File: src/core/mcx_pkg.sv
// constants, opcode encodings, register map and carriers for the core
// assumes: a single 100 MHz clock and an APB slave port of 32-bit words
package mcx_pkg;

   // ***************************************************************
   // widths and sizes
   // ***************************************************************
   localparam int PC_W = 11;
   localparam int DATA_W = 8;
   localparam int INSTR_W = 14;
   localparam int RADDR_W = 7;
   localparam int STACK_DEPTH = 8;
   localparam int PRESC_W = 8;
   localparam int WDOG_W = 8;
   localparam int APB_AW = 12;

   // ***************************************************************
   // instruction layout: [13:8] opcode, [7] destination, [6:0] register
   // ***************************************************************
   localparam logic [5:0] OP_NOP = 6'h00;
   localparam logic [5:0] OP_CLEAR_ACC = 6'h01;
   localparam logic [5:0] OP_CLEAR_REG = 6'h02;
   localparam logic [5:0] OP_COMPLEMENT = 6'h03;
   localparam logic [5:0] OP_COMPARE = 6'h04;
   localparam logic [5:0] OP_DEC_ADJUST = 6'h05;
   localparam logic [5:0] OP_DEC_SKIP = 6'h06;
   localparam logic [5:0] OP_DECREMENT = 6'h07;
   localparam logic [5:0] OP_IRQ_DISABLE = 6'h08;
   localparam logic [5:0] OP_IRQ_ENABLE = 6'h09;
   localparam logic [5:0] OP_INCREMENT = 6'h0a;
   localparam logic [5:0] OP_INC_SKIP = 6'h0b;
   localparam logic [5:0] OP_BRANCH_ACC = 6'h0c;
   localparam logic [5:0] OP_SOFT_INT = 6'h0d;
   localparam logic [5:0] OP_OR_IMM = 6'h0e;
   localparam logic [5:0] OP_OR_REG = 6'h0f;
   localparam logic [5:0] OP_FPAGE_STORE = 6'h10;
   localparam logic [5:0] OP_WDOG_CLEAR = 6'h11;
   localparam logic [5:0] OP_ADD_REG = 6'h12;
   // bit test: [13:10] prefix, [9:7] bit number, [6:0] register
   localparam logic [3:0] BIT_SKIP_PREFIX = 4'h5;
   localparam logic [13:0] NOP_WORD = 14'h0000;
   localparam logic [10:0] SOFT_INT_VECTOR = 11'h001;
   localparam logic [3:0] FPAGE_LO = 4'h5;
   localparam logic [3:0] FPAGE_HI = 4'hf;

   // ***************************************************************
   // register map (byte addresses)
   // ***************************************************************
   localparam logic [11:0] REG_CTRL = 12'h000;
   localparam logic [11:0] REG_STATUS = 12'h004;
   localparam logic [11:0] REG_ACC = 12'h008;
   localparam logic [11:0] REG_PC = 12'h00c;
   localparam logic [11:0] REG_TBL_HIGH = 12'h010;
   localparam logic [11:0] REG_WDOG = 12'h014;
   localparam logic [11:0] REG_STACK = 12'h018;
   localparam logic [11:0] REG_FPAGE_BASE = 12'h040;
   localparam logic [2:0] CTRL_RESET = 3'h0;
   localparam logic [7:0] TBL_HIGH_RESET = 8'h00;

   // ***************************************************************
   // carriers
   // ***************************************************************
   typedef struct packed {
      logic dc;
      logic c;
      logic z;
   } mcx_flags_s;

   typedef struct packed {
      logic presc_to_wdog;
      logic wdog_en;
      logic run;
   } mcx_ctrl_s;

   typedef struct packed {
      logic we;
      logic [6:0] addr;
      logic [7:0] data;
   } mcx_wport_s;

endpackage

File: src/core/mcx_dreg_ram.sv
// data register space: 128 bytes, one write and one registered read port
// assumes: write and read share the clock; read-during-write gives new data
module mcx_dreg_ram #(
   parameter int AW = 7,
   parameter int DW = 8
) (
   input wire logic clk,                  // core clock
   input wire mcx_pkg::mcx_wport_s wport, // write strobe, address, data
   input wire logic [AW-1:0] rd_addr,     // read address
   output logic [DW-1:0] rd_data          // registered read data
);

   logic [DW-1:0] mem [0:(1<<AW)-1];

   // write-first so a result stored this cycle is seen by the next op
   always_ff @(posedge clk) begin
      if (wport.we) begin
         mem[wport.addr] <= wport.data;
      end
      if (wport.we && wport.addr == rd_addr) begin
         rd_data <= wport.data;
      end else begin
         rd_data <= mem[rd_addr];
      end
   end

endmodule

File: src/core/mcx_ret_stack.sv
// return-address stack with a wrapping push pointer
// assumes: only pushes come from this core; pops live elsewhere
module mcx_ret_stack #(
   parameter int DEPTH = 8,
   parameter int AW = 11
) (
   input wire logic clk,                         // core clock
   input wire logic rst_n,                       // async reset, active low
   input wire logic push,                        // one-cycle push strobe
   input wire logic [AW-1:0] push_addr,          // return address
   output logic [$clog2(DEPTH)-1:0] ptr,         // level count pointer
   output logic [AW-1:0] top                     // last pushed address
);

   logic [AW-1:0] level [0:DEPTH-1];

   // entries themselves need no reset; software never reads stale ones
   always_ff @(posedge clk) begin
      if (push) begin
         level[ptr] <= push_addr;
      end
   end

   // pointer steps once per push and wraps after the last level
   always_ff @(posedge clk or negedge rst_n) begin
      if (!rst_n) begin
         ptr <= '0;
         top <= '0;
      end else if (push) begin
         ptr <= ptr + 1'b1;
         top <= push_addr;
      end
   end

endmodule

File: src/core/mcx_core.sv
// execution core for a subset of an 8-bit controller's instructions
// assumes: program memory answers PM_DATA combinationally from PM_ADDR,
// and software drives the registers through an APB slave port
//
// How it works
// [RQ1] bit test skips: register bit set turns fetched instruction to a nop
// [RQ2] clear accumulator loads zero and forces zero flag high
// [RQ3] clear register writes zero to the addressed byte, zero flag high
// [RQ4] complement inverts the register into the chosen destination, sets z
// [RQ5] destination bit zero selects accumulator, one writes register back
// [RQ6] watchdog clear zeroes counter, assigned prescaler, sets both flags
// [RQ7] compare forms register minus accumulator, touches only z and c
// [RQ8] decimal adjust corrects accumulator after an add, touches only c
// [RQ9] program puts the adjust right after the add, irq masked around it
// [RQ10] decrement-skip stores result, skips next when zero, flags untouched
// [RQ11] decrement stores register minus one and updates zero flag
// [RQ12] global disable clears the interrupt enable bit
// [RQ13] global enable sets the interrupt enable bit
// [RQ14] increment stores register plus one and updates zero flag
// [RQ15] increment-skip stores result, skips next when zero, flags untouched
// [RQ16] branch loads pc from table pointer low bits and accumulator
// [RQ17] soft interrupt pushes pc plus one, jumps to 0x001, three cycles
// [RQ18] or-immediate merges immediate into accumulator, updates zero flag
// [RQ19] or-register merges accumulator with register to destination, z
// [RQ20] f-page store copies accumulator to special byte 5..15, no flags
// [RQ21] carry is one on add carry-out or subtract without borrow
// [RQ22] timeout flag high after reset or clear, low on watchdog timeout
// [RQ23] zero flag follows whether the 8-bit result is zero
// [RQ24] return stack holds eight levels, pointer steps on each push
//
// Implementation choices: the placing of the registers and register access over APB.
module mcx_core #(
   parameter int STACK_DEPTH = mcx_pkg::STACK_DEPTH
) (
   input wire logic CORE_CLK,                        // core clock
   input wire logic RSTN,                            // async reset, low
   output logic [mcx_pkg::PC_W-1:0] PM_ADDR,         // fetch address
   input wire logic [mcx_pkg::INSTR_W-1:0] PM_DATA,  // fetched word
   output logic GLOBAL_IRQ_EN,                       // global irq enable
   output logic WDOG_TIMEOUT,                        // timeout pulse
   input wire logic PSEL,                            // apb select
   input wire logic PENABLE,                         // apb enable
   input wire logic PWRITE,                          // apb direction
   input wire logic [mcx_pkg::APB_AW-1:0] PADDR,     // apb byte address
   input wire logic [31:0] PWDATA,                   // apb write data
   output logic [31:0] PRDATA,                       // apb read data
   output logic PREADY,                              // apb ready
   output logic PSLVERR                              // apb error
);

   // ***************************************************************
   // state
   // ***************************************************************
   logic [mcx_pkg::PC_W-1:0] pc;
   logic [mcx_pkg::INSTR_W-1:0] ir;
   logic [7:0] acc;
   mcx_pkg::mcx_flags_s flags;
   logic global_interrupt_enable;
   logic int_hold;
   logic timeout_flag;
   logic powerdown_flag;
   logic [7:0] table_high_pointer;
   logic [mcx_pkg::PRESC_W-1:0] shared_prescaler;
   logic [mcx_pkg::WDOG_W-1:0] watchdog_counter;
   mcx_pkg::mcx_ctrl_s ctrl;
   logic [7:0] fpage [mcx_pkg::FPAGE_LO:mcx_pkg::FPAGE_HI];
   logic [$clog2(STACK_DEPTH)-1:0] stack_ptr;
   logic [mcx_pkg::PC_W-1:0] stack_top;

   // ***************************************************************
   // helpers
   // ***************************************************************
   function automatic logic is_zero(input logic [7:0] v);
      is_zero = (v == 8'h00);
   endfunction

   // packed-decimal fix-up of a binary sum; returns {carry, value}
   function automatic logic [8:0] bcd_fix(input logic [7:0] v,
                                          input logic cy,
                                          input logic hc);
      logic [8:0] t;
      t = {1'b0, v};
      if (hc || t[3:0] > 4'h9) begin
         t = t + 9'h006;
      end
      if (cy || t[8] || t[7:4] > 4'h9) begin
         t = t + 9'h060;
      end
      bcd_fix = {t[8] | cy, t[7:0]};
   endfunction

   // ***************************************************************
   // instruction fields
   // ***************************************************************
   wire logic adv = ctrl.run & ~int_hold;
   wire logic [5:0] opc = ir[13:8];
   wire logic bit_skip_op = (ir[13:10] == mcx_pkg::BIT_SKIP_PREFIX);
   wire logic [2:0] bit_sel = ir[9:7];
   wire logic dest_reg = ir[7];
   wire logic [6:0] reg_addr = ir[6:0];
   wire logic [7:0] imm = ir[7:0];
   wire logic [3:0] fsel = ir[3:0];
   logic [7:0] rval;

   // read address leads by one cycle so data lines up with the opcode
   wire logic [6:0] rd_addr = adv ? PM_DATA[6:0] : reg_addr;

   // ***************************************************************
   // datapath
   // ***************************************************************
   // subtract as register plus inverted accumulator plus one
   wire logic [8:0] cmp_sum = {1'b0, rval} + {1'b0, ~acc} + 9'h001;
   wire logic [8:0] add_sum = {1'b0, rval} + {1'b0, acc};
   wire logic [4:0] add_nib = {1'b0, rval[3:0]} + {1'b0, acc[3:0]};
   wire logic [8:0] daa_res = bcd_fix(acc, flags.c, flags.dc);
   wire logic [7:0] inc_res = rval + 8'h01;
   wire logic [7:0] dec_res = rval - 8'h01;

   logic [7:0] res;
   logic to_acc;
   logic to_reg;
   logic z_upd;
   logic c_upd;
   logic c_new;
   logic dc_upd;
   logic skip;
   logic jump;
   logic [mcx_pkg::PC_W-1:0] jump_pc;
   logic push;
   logic gie_set;
   logic gie_clr;
   logic wd_clr;
   logic f_we;

   // decode one instruction; every effect is gated by adv further down
   always_comb begin
      res = 8'h00;
      to_acc = 1'b0;
      to_reg = 1'b0;
      z_upd = 1'b0;
      c_upd = 1'b0;
      c_new = flags.c;
      dc_upd = 1'b0;
      skip = 1'b0;
      jump = 1'b0;
      jump_pc = pc;
      push = 1'b0;
      gie_set = 1'b0;
      gie_clr = 1'b0;
      wd_clr = 1'b0;
      f_we = 1'b0;
      if (bit_skip_op) begin
         skip = rval[bit_sel]; // RQ1
      end else begin
         case (opc)
            mcx_pkg::OP_CLEAR_ACC: begin
               res = 8'h00; // RQ2
               to_acc = 1'b1;
               z_upd = 1'b1;
            end
            mcx_pkg::OP_CLEAR_REG: begin
               res = 8'h00; // RQ3
               to_reg = 1'b1;
               z_upd = 1'b1;
            end
            mcx_pkg::OP_COMPLEMENT: begin
               res = ~rval; // RQ4
               to_acc = ~dest_reg; // RQ5
               to_reg = dest_reg; // RQ5
               z_upd = 1'b1;
            end
            mcx_pkg::OP_COMPARE: begin
               res = cmp_sum[7:0]; // RQ7
               z_upd = 1'b1;
               c_upd = 1'b1;
               c_new = cmp_sum[8]; // RQ21
            end
            mcx_pkg::OP_ADD_REG: begin
               res = add_sum[7:0];
               to_acc = ~dest_reg;
               to_reg = dest_reg;
               z_upd = 1'b1;
               c_upd = 1'b1;
               c_new = add_sum[8]; // RQ21
               dc_upd = 1'b1;
            end
            mcx_pkg::OP_DEC_ADJUST: begin
               res = daa_res[7:0]; // RQ8
               to_acc = 1'b1;
               c_upd = 1'b1;
               c_new = daa_res[8];
            end
            mcx_pkg::OP_DEC_SKIP: begin
               res = dec_res; // RQ10
               to_acc = ~dest_reg;
               to_reg = dest_reg;
               skip = is_zero(dec_res); // RQ10
            end
            mcx_pkg::OP_DECREMENT: begin
               res = dec_res; // RQ11
               to_acc = ~dest_reg;
               to_reg = dest_reg;
               z_upd = 1'b1;
            end
            mcx_pkg::OP_IRQ_DISABLE: gie_clr = 1'b1; // RQ12
            mcx_pkg::OP_IRQ_ENABLE: gie_set = 1'b1; // RQ13
            mcx_pkg::OP_INCREMENT: begin
               res = inc_res; // RQ14
               to_acc = ~dest_reg;
               to_reg = dest_reg;
               z_upd = 1'b1;
            end
            mcx_pkg::OP_INC_SKIP: begin
               res = inc_res; // RQ15
               to_acc = ~dest_reg;
               to_reg = dest_reg;
               skip = is_zero(inc_res); // RQ15
            end
            mcx_pkg::OP_BRANCH_ACC: begin
               jump = 1'b1;
               jump_pc = {table_high_pointer[2:0], acc}; // RQ16
            end
            mcx_pkg::OP_SOFT_INT: begin
               jump = 1'b1;
               jump_pc = mcx_pkg::SOFT_INT_VECTOR; // RQ17
               push = 1'b1;
            end
            mcx_pkg::OP_OR_IMM: begin
               res = acc | imm; // RQ18
               to_acc = 1'b1;
               z_upd = 1'b1;
            end
            mcx_pkg::OP_OR_REG: begin
               res = acc | rval; // RQ19
               to_acc = ~dest_reg;
               to_reg = dest_reg;
               z_upd = 1'b1;
            end
            mcx_pkg::OP_FPAGE_STORE: begin
               // bytes outside 5..15 are not implemented: store dropped
               f_we = (fsel >= mcx_pkg::FPAGE_LO); // RQ20
            end
            mcx_pkg::OP_WDOG_CLEAR: wd_clr = 1'b1; // RQ6
            default: res = 8'h00;
         endcase
      end
   end

   // ***************************************************************
   // storage instances
   // ***************************************************************
   mcx_pkg::mcx_wport_s wport;
   assign wport.we = adv & to_reg; // RQ5
   assign wport.addr = reg_addr;
   assign wport.data = res;

   mcx_dreg_ram #(
      .AW(mcx_pkg::RADDR_W),
      .DW(mcx_pkg::DATA_W)
   ) u_dreg (
      .clk(CORE_CLK),
      .wport(wport),
      .rd_addr(rd_addr),
      .rd_data(rval)
   );

   // pc already points past the interrupt opcode, so it is the return
   mcx_ret_stack #(
      .DEPTH(STACK_DEPTH),
      .AW(mcx_pkg::PC_W)
   ) u_stack (
      .clk(CORE_CLK),
      .rst_n(RSTN),
      .push(adv & push), // RQ24
      .push_addr(pc), // RQ17
      .ptr(stack_ptr),
      .top(stack_top)
   );

   // ***************************************************************
   // fetch and sequencing
   // ***************************************************************
   // a skip or jump replaces the fetched word by a nop; the soft
   // interrupt also holds one extra cycle to make its third cycle
   always_ff @(posedge CORE_CLK or negedge RSTN) begin
      if (!RSTN) begin
         pc <= '0;
         ir <= mcx_pkg::NOP_WORD;
         int_hold <= 1'b0;
      end else if (adv) begin
         pc <= jump ? jump_pc : pc + 11'h001; // RQ16
         ir <= (skip | jump) ? mcx_pkg::NOP_WORD : PM_DATA; // RQ1
         int_hold <= push; // RQ17
      end else if (ctrl.run) begin
         int_hold <= 1'b0;
      end
   end

   // accumulator and status flags
   always_ff @(posedge CORE_CLK or negedge RSTN) begin
      if (!RSTN) begin
         acc <= 8'h00;
         flags <= '0;
      end else if (adv) begin
         if (to_acc) acc <= res; // RQ5
         if (z_upd) flags.z <= is_zero(res); // RQ23
         if (c_upd) flags.c <= c_new; // RQ21
         if (dc_upd) flags.dc <= add_nib[4];
      end
   end

   // global interrupt enable
   always_ff @(posedge CORE_CLK or negedge RSTN) begin
      if (!RSTN) begin
         global_interrupt_enable <= 1'b0;
      end else if (adv && gie_clr) begin
         global_interrupt_enable <= 1'b0; // RQ12
      end else if (adv && gie_set) begin
         global_interrupt_enable <= 1'b1; // RQ13
      end
   end

   // f-page special bytes, written only by the store instruction
   always_ff @(posedge CORE_CLK or negedge RSTN) begin
      if (!RSTN) begin
         for (int i = mcx_pkg::FPAGE_LO; i <= mcx_pkg::FPAGE_HI; i++) begin
            fpage[i] <= 8'h00;
         end
      end else if (adv && f_we) begin
         fpage[fsel] <= acc; // RQ20
      end
   end

   // ***************************************************************
   // watchdog
   // ***************************************************************
   wire logic wd_clr_x = adv & wd_clr;
   wire logic presc_tick = &shared_prescaler;
   wire logic wd_tick = ctrl.wdog_en &
                        (ctrl.presc_to_wdog ? presc_tick : 1'b1);
   wire logic wd_ovf = wd_tick & (&watchdog_counter) & ~wd_clr_x;

   // prescaler only clears with the watchdog when it is assigned to it
   always_ff @(posedge CORE_CLK or negedge RSTN) begin
      if (!RSTN) begin
         shared_prescaler <= '0;
         watchdog_counter <= '0;
      end else begin
         if (wd_clr_x && ctrl.presc_to_wdog) shared_prescaler <= '0; // RQ6
         else shared_prescaler <= shared_prescaler + 1'b1;
         if (wd_clr_x) watchdog_counter <= '0; // RQ6
         else if (wd_tick) watchdog_counter <= watchdog_counter + 1'b1;
      end
   end

   // a timeout in the same cycle as a clear cannot happen: wd_ovf is
   // masked by the clear, so the clear wins and the flag is set
   always_ff @(posedge CORE_CLK or negedge RSTN) begin
      if (!RSTN) begin
         timeout_flag <= 1'b1; // RQ22
         powerdown_flag <= 1'b1;
         WDOG_TIMEOUT <= 1'b0;
      end else begin
         WDOG_TIMEOUT <= wd_ovf;
         if (wd_ovf) timeout_flag <= 1'b0; // RQ22
         else if (wd_clr_x) timeout_flag <= 1'b1; // RQ6
         if (wd_clr_x) powerdown_flag <= 1'b1; // RQ6
      end
   end

   // ***************************************************************
   // apb slave
   // ***************************************************************
   wire logic apb_setup = PSEL & ~PENABLE;
   wire logic apb_access = PSEL & PENABLE;
   wire logic [3:0] fidx = PADDR[5:2];
   wire logic fpage_hit = (PADDR[11:6] == mcx_pkg::REG_FPAGE_BASE[11:6]) &&
                          (PADDR[1:0] == 2'b00) &&
                          (fidx >= mcx_pkg::FPAGE_LO);
   logic [31:0] rd_val;
   logic hit;

   // address decode; unmapped words read zero and raise the error
   always_comb begin
      rd_val = 32'h0000_0000;
      hit = 1'b1;
      if (PADDR == mcx_pkg::REG_CTRL) begin
         rd_val = {29'h0, ctrl};
      end else if (PADDR == mcx_pkg::REG_STATUS) begin
         rd_val = {26'h0, powerdown_flag, timeout_flag, global_interrupt_enable, flags};
      end else if (PADDR == mcx_pkg::REG_ACC) begin
         rd_val = {24'h0, acc};
      end else if (PADDR == mcx_pkg::REG_PC) begin
         rd_val = {21'h0, pc};
      end else if (PADDR == mcx_pkg::REG_TBL_HIGH) begin
         rd_val = {24'h0, table_high_pointer};
      end else if (PADDR == mcx_pkg::REG_WDOG) begin
         rd_val = {16'h0, shared_prescaler, watchdog_counter};
      end else if (PADDR == mcx_pkg::REG_STACK) begin
         rd_val = {13'h0, stack_ptr, 5'h00, stack_top};
      end else if (fpage_hit) begin
         rd_val = {24'h0, fpage[fidx]};
      end else begin
         hit = 1'b0;
      end
   end

   // zero wait states: the access phase always completes at once
   assign PREADY = 1'b1;
   assign PSLVERR = apb_access & ~hit;

   // read data captured in the setup phase so it stands in access
   always_ff @(posedge CORE_CLK or negedge RSTN) begin
      if (!RSTN) begin
         PRDATA <= 32'h0000_0000;
      end else if (apb_setup && !PWRITE) begin
         PRDATA <= rd_val;
      end
   end

   // writable words: control and table high pointer
   always_ff @(posedge CORE_CLK or negedge RSTN) begin
      if (!RSTN) begin
         ctrl <= mcx_pkg::CTRL_RESET;
         table_high_pointer <= mcx_pkg::TBL_HIGH_RESET;
      end else if (apb_access && PWRITE) begin
         if (PADDR == mcx_pkg::REG_CTRL) ctrl <= PWDATA[2:0];
         if (PADDR == mcx_pkg::REG_TBL_HIGH) begin
            table_high_pointer <= PWDATA[7:0];
         end
      end
   end

   assign PM_ADDR = pc;
   assign GLOBAL_IRQ_EN = global_interrupt_enable;

endmodule

File: config.mk
export PLATFORM = sky130hd
export DESIGN_NAME = mcx_core
export DESIGN_NICKNAME = d
export VERILOG_FILES = /design/src/core/mcx_pkg.sv /design/src/core/mcx_dreg_ram.sv /design/src/core/mcx_ret_stack.sv /design/src/core/mcx_core.sv
export SDC_FILE = /design/constraint.sdc
export NUM_CORES = 1
export LEC_CHECK = 0
export BUFFER_PORTS_ARGS = -buffer_cell sky130_fd_sc_hd__buf_2
export CELL_PAD_IN_SITES_DETAIL_PLACEMENT = 1
export CELL_PAD_IN_SITES_GLOBAL_PLACEMENT = 2
export CORE_MARGIN = 2
export CORE_UTILIZATION = 50
export DETAILED_ROUTE_END_ITERATION = 8
export GPL_TIMING_DRIVEN = 1
export PLACE_DENSITY_LB_ADDON = 0.25
export SLEW_MARGIN = 10
export SYNTH_ARGS = -nofsm -noshare
export SYNTH_HDL_FRONTEND = slang
export SYNTH_SLANG_ARGS = --single-unit
File: constraint.sdc
create_clock -name CORE_CLK -period 23.5 [get_ports CORE_CLK]
set_input_delay 0 -clock CORE_CLK [delete_from_list [all_inputs] [get_ports CORE_CLK]]
set_output_delay 0 -clock CORE_CLK [all_outputs]
set_load 0.03 [all_outputs]
==> flow_summary.json, run 1 <==
{
  "status": "finished clean",
  "antenna_found_initial": 2,
  "placed_cells": 4357,
  "drive_gt1_share_pct": 21.4,
  "ys.flop_type": "edfxtp_1",
  "clk_pin_slew_worst_paths_ps": 60,
  "final_common_cell": "edfxtp_1",
  "netlist.area_leader.share_pct": 60.4,
  "ir_drop_mv": 0.0774,
  "clockPowerShare_pct": 42.0,
  "drcViolationCount": 0,
  "avgRoutedWirePerCell_um": 31.3,
  "clk_latency_ps": 740,
  "slew_viol_final": 0,
  "critPathRequiredTime_ps": 24140,
  "grt_max_degree": 122,
  "die-width_um": 323,
  "numPortBuffers": 71,
  "grt_pass1_vias": 30400,
  "diodes": 0,
  "dpl.hpwl_um": 90600,
  "dr.pass1.iters": 7,
  "synth_edf_count": 1024,
  "ctsRootBufferMaster": "clkbuf_16",
  "cts.sinks": 1219,
  "cts_max_level": 3,
  "syn2layout_area_growth_pct": 11.6,
  "ys_warn_count": 0,
  "num_vias": 29000,
  "path_buf_inv": 7,
  "wirelength_um": 144000,
  "fin_skew_ps": 37.5,
  "cts_tree": "done",
  "p_per_area_nw_per_um2": 79.9,
  "cts_buffers": 121,
  "cts_max_path_buffers": 3,
  "worstSetupPathType": "reg -> reg",
  "via_per_inst": 6.29,
  "maxSlewHeadroom_pct": 14.7,
  "drt_iter0_drc": 2957,
  "ys_ff_latch": 1219,
  "final_area_um2": 56800,
  "crit_path_max_incr_delay_ps": 760,
  "cts_resized": 0,
  "die_height_um": 323,
  "synth_area_leaders": "edfxtp_1, mux4_2, dfrtp_1",
  "reg2regPathDepth": 25,
  "slowest_stage": "dfxtp_4",
  "finalCriticalPeriod_ps": 9750,
  "dieArea_um2": 104000,
  "cp.arrival_ps": 10390,
  "ys_seq_area_share_pct": 69.9,
  "final.period_utilization_pct": 41.5,
  "cpMostUsedCell": "buf_4",
  "leakage_nw": 19.6,
  "gp_congestion": 0.870,
  "synthCells": 3050,
  "fmax_mhz": 103,
  "worstSetupStartpointType": "register",
  "combPwrFrac_pct": 5.0,
  "fin_cells": 4615,
  "synth_top_area_cell": "edfxtp_1",
  "pin_count": 110,
  "nets": 3240,
  "rows": 117,
  "async_flop_share_pct": 15.4,
  "end_kind": "register",
  "finalSetupViolCount": 0,
  "ant_nets": 0,
  "r2r_slack_ps": 13750,
  "postPlaceCellArea_um2": 52600,
  "floorplan.initialDensity_pct": 50.2,
  "whs_ps": 8.86,
  "cpLargestDelayFamily": "buffers and inverters",
  "tightest_slew_ps": 1280,
  "fin_setup_tns_ps": 0,
  "track_usage_pct": 28.2,
  "r2r_end": "flags[0]$_DFFE_PN0P_",
  "netSwitchingFraction_pct": 22.3,
  "synth.cell_area_um2": 50900,
  "grt_pass1_wl_um": 213000,
  "rsz0062_at_grt": "false",
  "cts_hold_buf": 36,
  "hold_violations": 0,
  "final_cell_mix": "edfxtp_1, mux4_2, nand2_1",
  "synth.distinct_cells": 87,
  "synth.avg_cell_area_um2": 16.7,
  "switching_power_mw": 1.01,
  "post_cts_buffers": 0,
  "p_seq_share_pct": 53.0,
  "intPower_mw": 3.53,
  "max_cap_viol_count": 0,
  "critPathMaxFanout": 113,
  "hold_class": "in -> async",
  "coreArea_um2": 101000,
  "overflow": 0
}
cells in the mapped netlist (30+ instances only):
cell type  count
buf_2         38
edfxtp_1    1024
inv_1         33
nand2_1      268
o21ai_0      132
mux2_2        80
nor3_1        30
mux4_2       275
nor2_1       219
dfrtp_1      187
mux2i_1       88
nand3_1       65
clkbuf_1      91
a21oi_1       73
metrics by stage:
step           util, %  total power, mW  setup WS, ps
3_5_place_dp      51.9             2.68         13850
5_1_grt           56.0             4.65         13250
3_3_place_gp      51.9             2.66         14030
6_report          56.0             4.54         13750
4_1_cts           56.0             4.56         13810
2_1_floorplan        -             2.59         14750
power by group through the flow:
stage | registers, mW | clock network (mW) | logic, mW
finish | 2.41 | 1.91 | 0.228
CTS | 2.41 | 1.93 | 0.227
global placement | 2.45 | 0 | 0.211
floorplan | 2.46 | 0 | 0.131
global route | 2.41 | 2.00 | 0.243
detailed placement | 2.45 | 0 | 0.224
worst max path at each step:
stage,endpoint,cells past startpoint,from,slack (ps)
after floorplan,u_dreg.mem[0][6]$_DFFE_PP_,21,register,14750
after global placement,flags[0]$_DFFE_PN0P_,25,register,14030
after detailed placement,flags[0]$_DFFE_PN0P_,25,register,13850
after CTS,flags[0]$_DFFE_PN0P_,25,register,13810
after global routing,flags[0]$_DFFE_PN0P_,25,register,13250
final,flags[0]$_DFFE_PN0P_,25,register,13750
flip-flops by register name, summed over array words and instances, names as in the netlist, named ones only:
| signal | cells |
|---|---|
| GLOBAL_IRQ_EN | 1 |
| PM_ADDR | 11 |
| PRDATA | 19 |
| WDOG_TIMEOUT | 1 |
| acc | 8 |
| ctrl | 3 |
| flags | 3 |
| fpage | 88 |
| int_hold | 1 |
| ir | 14 |
| shared_prescaler | 8 |
| table_high_pointer | 8 |
| timeout_flag | 1 |
| u_dreg.mem | 1024 |
| u_stack.ptr | 3 |
| u_stack.top | 11 |
| watchdog_counter | 8 |
layout make-up:
cell class | count | area (µm²)
Multi-Input combinational cell | 1616 | 14400
Fill cell | 9136 | 44600
Clock buffer | 151 | 3210
Sequential cell | 1219 | 35600
Clock inverter | 71 | 669
Inverter | 39 | 149
Timing Repair Buffer | 151 | 1080
Tap cell | 1368 | 1710
routing by layer:
| metal | share of wire, % | vias to the layer above | track usage [%] |
|---|---|---|---|
| met5 | 0.0083 | - | 0 |
| met2 | 50 | 1127 | 46.7 |
| met3 | 6.5 | 271 | 4.25 |
| li1 | - | 12200 | - |
| met1 | 40 | 15400 | 38.0 |
| met4 | 3.9 | 2 | 11.1 |
kinds of logic after synthesis:
group	count (synthesis)	share of synthesized area, %
AND/OR/NAND/NOR	708	6.17
adder cells (fa/ha/maj)	29	0.742
XOR/XNOR	23	0.396
other	2	0.0147
AO/OA/AOI/OAI	396	4.92
flip-flops	1219	69.9
buffers and inverters	227	2.10
multiplexers	446	15.8
Note: power is estimated with default switching activity, not from simulation.
==> inputs of run 2 (changes only) <==
--- a/config.mk
+++ b/config.mk
@@ -5,11 +5,12 @@
 export SDC_FILE = /design/constraint.sdc
 export NUM_CORES = 1
 export LEC_CHECK = 0
+export ABC_AREA = 1
 export BUFFER_PORTS_ARGS = -buffer_cell sky130_fd_sc_hd__buf_2
 export CELL_PAD_IN_SITES_DETAIL_PLACEMENT = 1
 export CELL_PAD_IN_SITES_GLOBAL_PLACEMENT = 2
 export CORE_MARGIN = 2
-export CORE_UTILIZATION = 50
+export CORE_UTILIZATION = 38
 export DETAILED_ROUTE_END_ITERATION = 8
 export GPL_TIMING_DRIVEN = 1
 export PLACE_DENSITY_LB_ADDON = 0.25
==> constraint.sdc (replaced) <==
create_clock -name CORE_CLK -period 8.8 [get_ports CORE_CLK]
set_input_delay 0 -clock CORE_CLK [delete_from_list [all_inputs] [get_ports CORE_CLK]]
set_output_delay 0 -clock CORE_CLK [all_outputs]
set_load 0.03 [all_outputs]
==> run 2 against run 1 <==
Against the previous run:
- sequential share of layout area down 2.8 points
- combinational power increased by 62%
- critical path type unchanged
- first-iteration DRC count shrank 4.5%
- sequential power rose to 2.6 times the previous value
- global-route usage shrank 5.0 points
- register-to-register slack worse by 12000 ps
- largest cell class unchanged
- largest power group unchanged
- design area up 4.7%
==> flow_summary.json, run 2 <==
{
  "status": "finished clean",
  "netlist.area_leader.share_pct": 58.1,
  "pin_count": 110,
  "num_vias": 37300,
  "async_flop_share_pct": 15.4,
  "slew_viol_final": 0,
  "final_cell_mix": "nand2_1, edfxtp_1, nand3_1",
  "combPwrFrac_pct": 3.1,
  "track_usage_pct": 23.2,
  "intPower_mw": 9.48,
  "fin_setup_tns_ps": 0,
  "hold_violations": 0,
  "synth-xor-area-share_pct": 0.149,
  "syn2layout_area_growth_pct": 12.4,
  "hold_start": "PWDATA[3]",
  "regMostFlops": "u_dreg.mem",
  "cp.arrival_ps": 7330,
  "max_cap_viol_count": 0,
  "ir_drop_mv": 0.168,
  "worstSetupPathType": "reg -> reg",
  "drive_gt1_share_pct": 7.98,
  "synth.area.mux_share_pct": 0.125,
  "rows": 136,
  "synth-compound-area-share_pct": 4.08,
  "maxSlewHeadroom_pct": 19.0,
  "cts_max_level": 4,
  "synth_common_cells": "nand2_1, edfxtp_1, nand3_1",
  "fin_skew_ps": 25.1,
  "grt_pass1_vias": 38000,
  "wirelength_um": 165000,
  "holdPathEnd": "table_high_pointer[3]$_DFFE_PN0P_",
  "synth_area_leaders": "edfxtp_1, nand2_1, nand3_1",
  "rsz0062_at_grt": "false",
  "leakage_nw": 21.5,
  "worstSetupStartpointType": "register",
  "grt_max_degree": 189,
  "critPathMaxFanout": 77,
  "synth_top_family_by_area": "simple AND/OR/NAND/NOR gates",
  "ctsRootBufferMaster": "clkbuf_16",
  "switching_power_mw": 2.63,
  "r2r_end": "u_dreg.mem[98][6]$_DFFE_PP_",
  "cts_max_path_buffers": 3,
  "antenna_found_initial": 0,
  "netSwitchingFraction_pct": 21.7,
  "numPortBuffers": 71,
  "cts_tree": "done",
  "hold_class": "in -> reg",
  "tightest_slew_ps": 1210,
  "final.period_utilization_pct": 78.3,
  "grt_pass1_wl_um": 247000,
  "synth.cell_area_um2": 52900,
  "die-width_um": 377,
  "coreArea_um2": 138000,
  "ys_warn_count": 0,
  "synthCells": 4991,
  "dpl.hpwl_um": 98300,
  "largest_reg_flops": 1024,
  "via_per_inst": 5.39,
  "avgRoutedWirePerCell_um": 23.9,
  "ys_seq_area_share_pct": 67.2,
  "end_kind": "register",
  "cts_resized": 0,
  "total_power_mw": 12.1,
  "p_seq_share_pct": 51.4,
  "synth_adder_area_share_pct": 0.714,
  "ys_ff_latch": 1219,
  "dieArea_um2": 142000,
  "final_area_um2": 59500,
  "ys.flop_type": "edfxtp_1",
  "yosysMostFrequentCell": "nand2_1",
  "postPlaceCellArea_um2": 54800,
  "reg2regPathDepth": 25,
  "reg.largest.list": "u_dreg.mem (1024), fpage (88), PRDATA (19)",
  "finalCriticalPeriod_ps": 6890,
  "cts_buffers": 137,
  "r2r_slack_ps": 1910,
  "fmax_mhz": 145,
  "finalSetupViolCount": 0,
  "critPathRequiredTime_ps": 9230,
  "die_height_um": 377,
  "whs_ps": 37.0,
  "ant_nets": 0,
  "drt_iter0_drc": 2824,
  "floorplan.initialDensity_pct": 38.4,
  "synth_top_area_cell": "edfxtp_1",
  "p_per_area_nw_per_um2": 204,
  "drcViolationCount": 0,
  "gp_congestion": 0.814,
  "synth.distinct_cells": 63,
  "synth-simple-area-share_pct": 23.5,
  "clockPowerShare_pct": 45.6,
  "hold_path_depth": 3,
  "overflow": 0,
  "dr.pass1.iters": 5,
  "clk_latency_ps": 750,
  "nets": 5127,
  "synth.avg_cell_area_um2": 10.6,
  "final_common_cell": "nand2_1",
  "synth_edf_count": 1024,
  "clk_pin_slew_worst_paths_ps": 60,
  "cts.sinks": 1219
}
==> run 2: cell types whose count changed after synthesis, sizes merged, moves of 19 or more <==
cell,delta
nand2,+1247
nand3,+951
mux4,-275
buf,+119
inv,+118
mux2i,-89
nor2,+86
mux2,-76
o21ai,+58
nor2b,-24
a31oi,-20
o22ai,-19
or2,+19
==> run 2: cell type report <==
type,instances,area (µm²)
antenna,1,2.50
clock buffer,182,3790
clock inverter,61,463
fill,15000,78300
inverter,161,638
multi-input combinational,3331,15200
sequential,1219,35600
tap,1794,2240
timing repair buffer,185,1500
==> run 2: logic make-up (layout without fill, tap and decap cells) <==
group / Yosys count / count (layout)
multiplexers: 6 / 6
XOR/XNOR: 9 / 9
flip-flops: 1219 / 1219
other: 2 / 15
AO/OA/AOI/OAI: 362 / 362
adder cells (fa/ha/maj): 29 / 29
AND/OR/NAND/NOR: 2911 / 2911
buffers and inverters: 453 / 589
==> run 2: worst max-delay path, stage by stage (launching register included) <==
cell      delay, ps
dfxtp_4         550
inv_8           540
buf_4           450
nand3_1         140
nand3_1          90
nand3_1         180
nand2_1         220
nand2_1          80
nand3_1         210
nand2_1          80
nand2_1          70
nand2_1         240
ha_1            470
inv_1           130
a211oi_1        440
inv_1           110
nand2_1         100
nand2_1          60
a21oi_1         170
or2_2           150
nand2_1          60
nand4_1         130
nor2_1          100
nand3_4         260
buf_4           590
buf_4           700
==> run 2: timing repair <==
item	4_1_cts	5_1_grt
hold endpoints to repair	128	0
setup buffers	0	0
hold buffers	46	0
==> run 2: routing by layer <==
layer | global-route usage (%) | up-vias | routed length, µm
met5 | 0 | - | 0
met4 | 6.64 | 0 | 4230
met3 | 2.96 | 232 | 6610
met2 | 37.8 | 790 | 78300
met1 | 32.6 | 18900 | 76300
li1 | - | 17400 | -
==> run 2: how the worst max path moves through the flow <==
stage	startpoint	endpoint	slack, ps	cells after the start
CTS	register	u_dreg.mem[37][6]$_DFFE_PP_	1850	25
floorplan	register	u_dreg.mem[0][6]$_DFFE_PP_	3090	28
global route	register	u_dreg.mem[106][6]$_DFFE_PP_	1450	27
detailed placement	register	u_dreg.mem[106][6]$_DFFE_PP_	1940	25
global placement	register	u_dreg.mem[106][6]$_DFFE_PP_	2060	25
finish	register	u_dreg.mem[98][6]$_DFFE_PP_	1910	25
==> run 2: power by group through the flow <==
stage / registers, mW / clock network, mW / logic, mW
global placement: 6.34 / 0 / 0.352
CTS: 6.22 / 5.62 / 0.375
global route: 6.22 / 5.84 / 0.408
detailed placement: 6.34 / 0 / 0.357
finish: 6.22 / 5.52 / 0.370
floorplan: 6.34 / 0 / 0.213
==> run 2: through the flow <==
stage               cells  utilization, %  setup slack [ps]
floorplan            5003               -              3090
global placement     6644            39.7              2060
detailed placement   6644            39.7              1940
CTS                  6933            43.2              1850
global route         6933            43.2              1450
finish               6934            43.2              1910
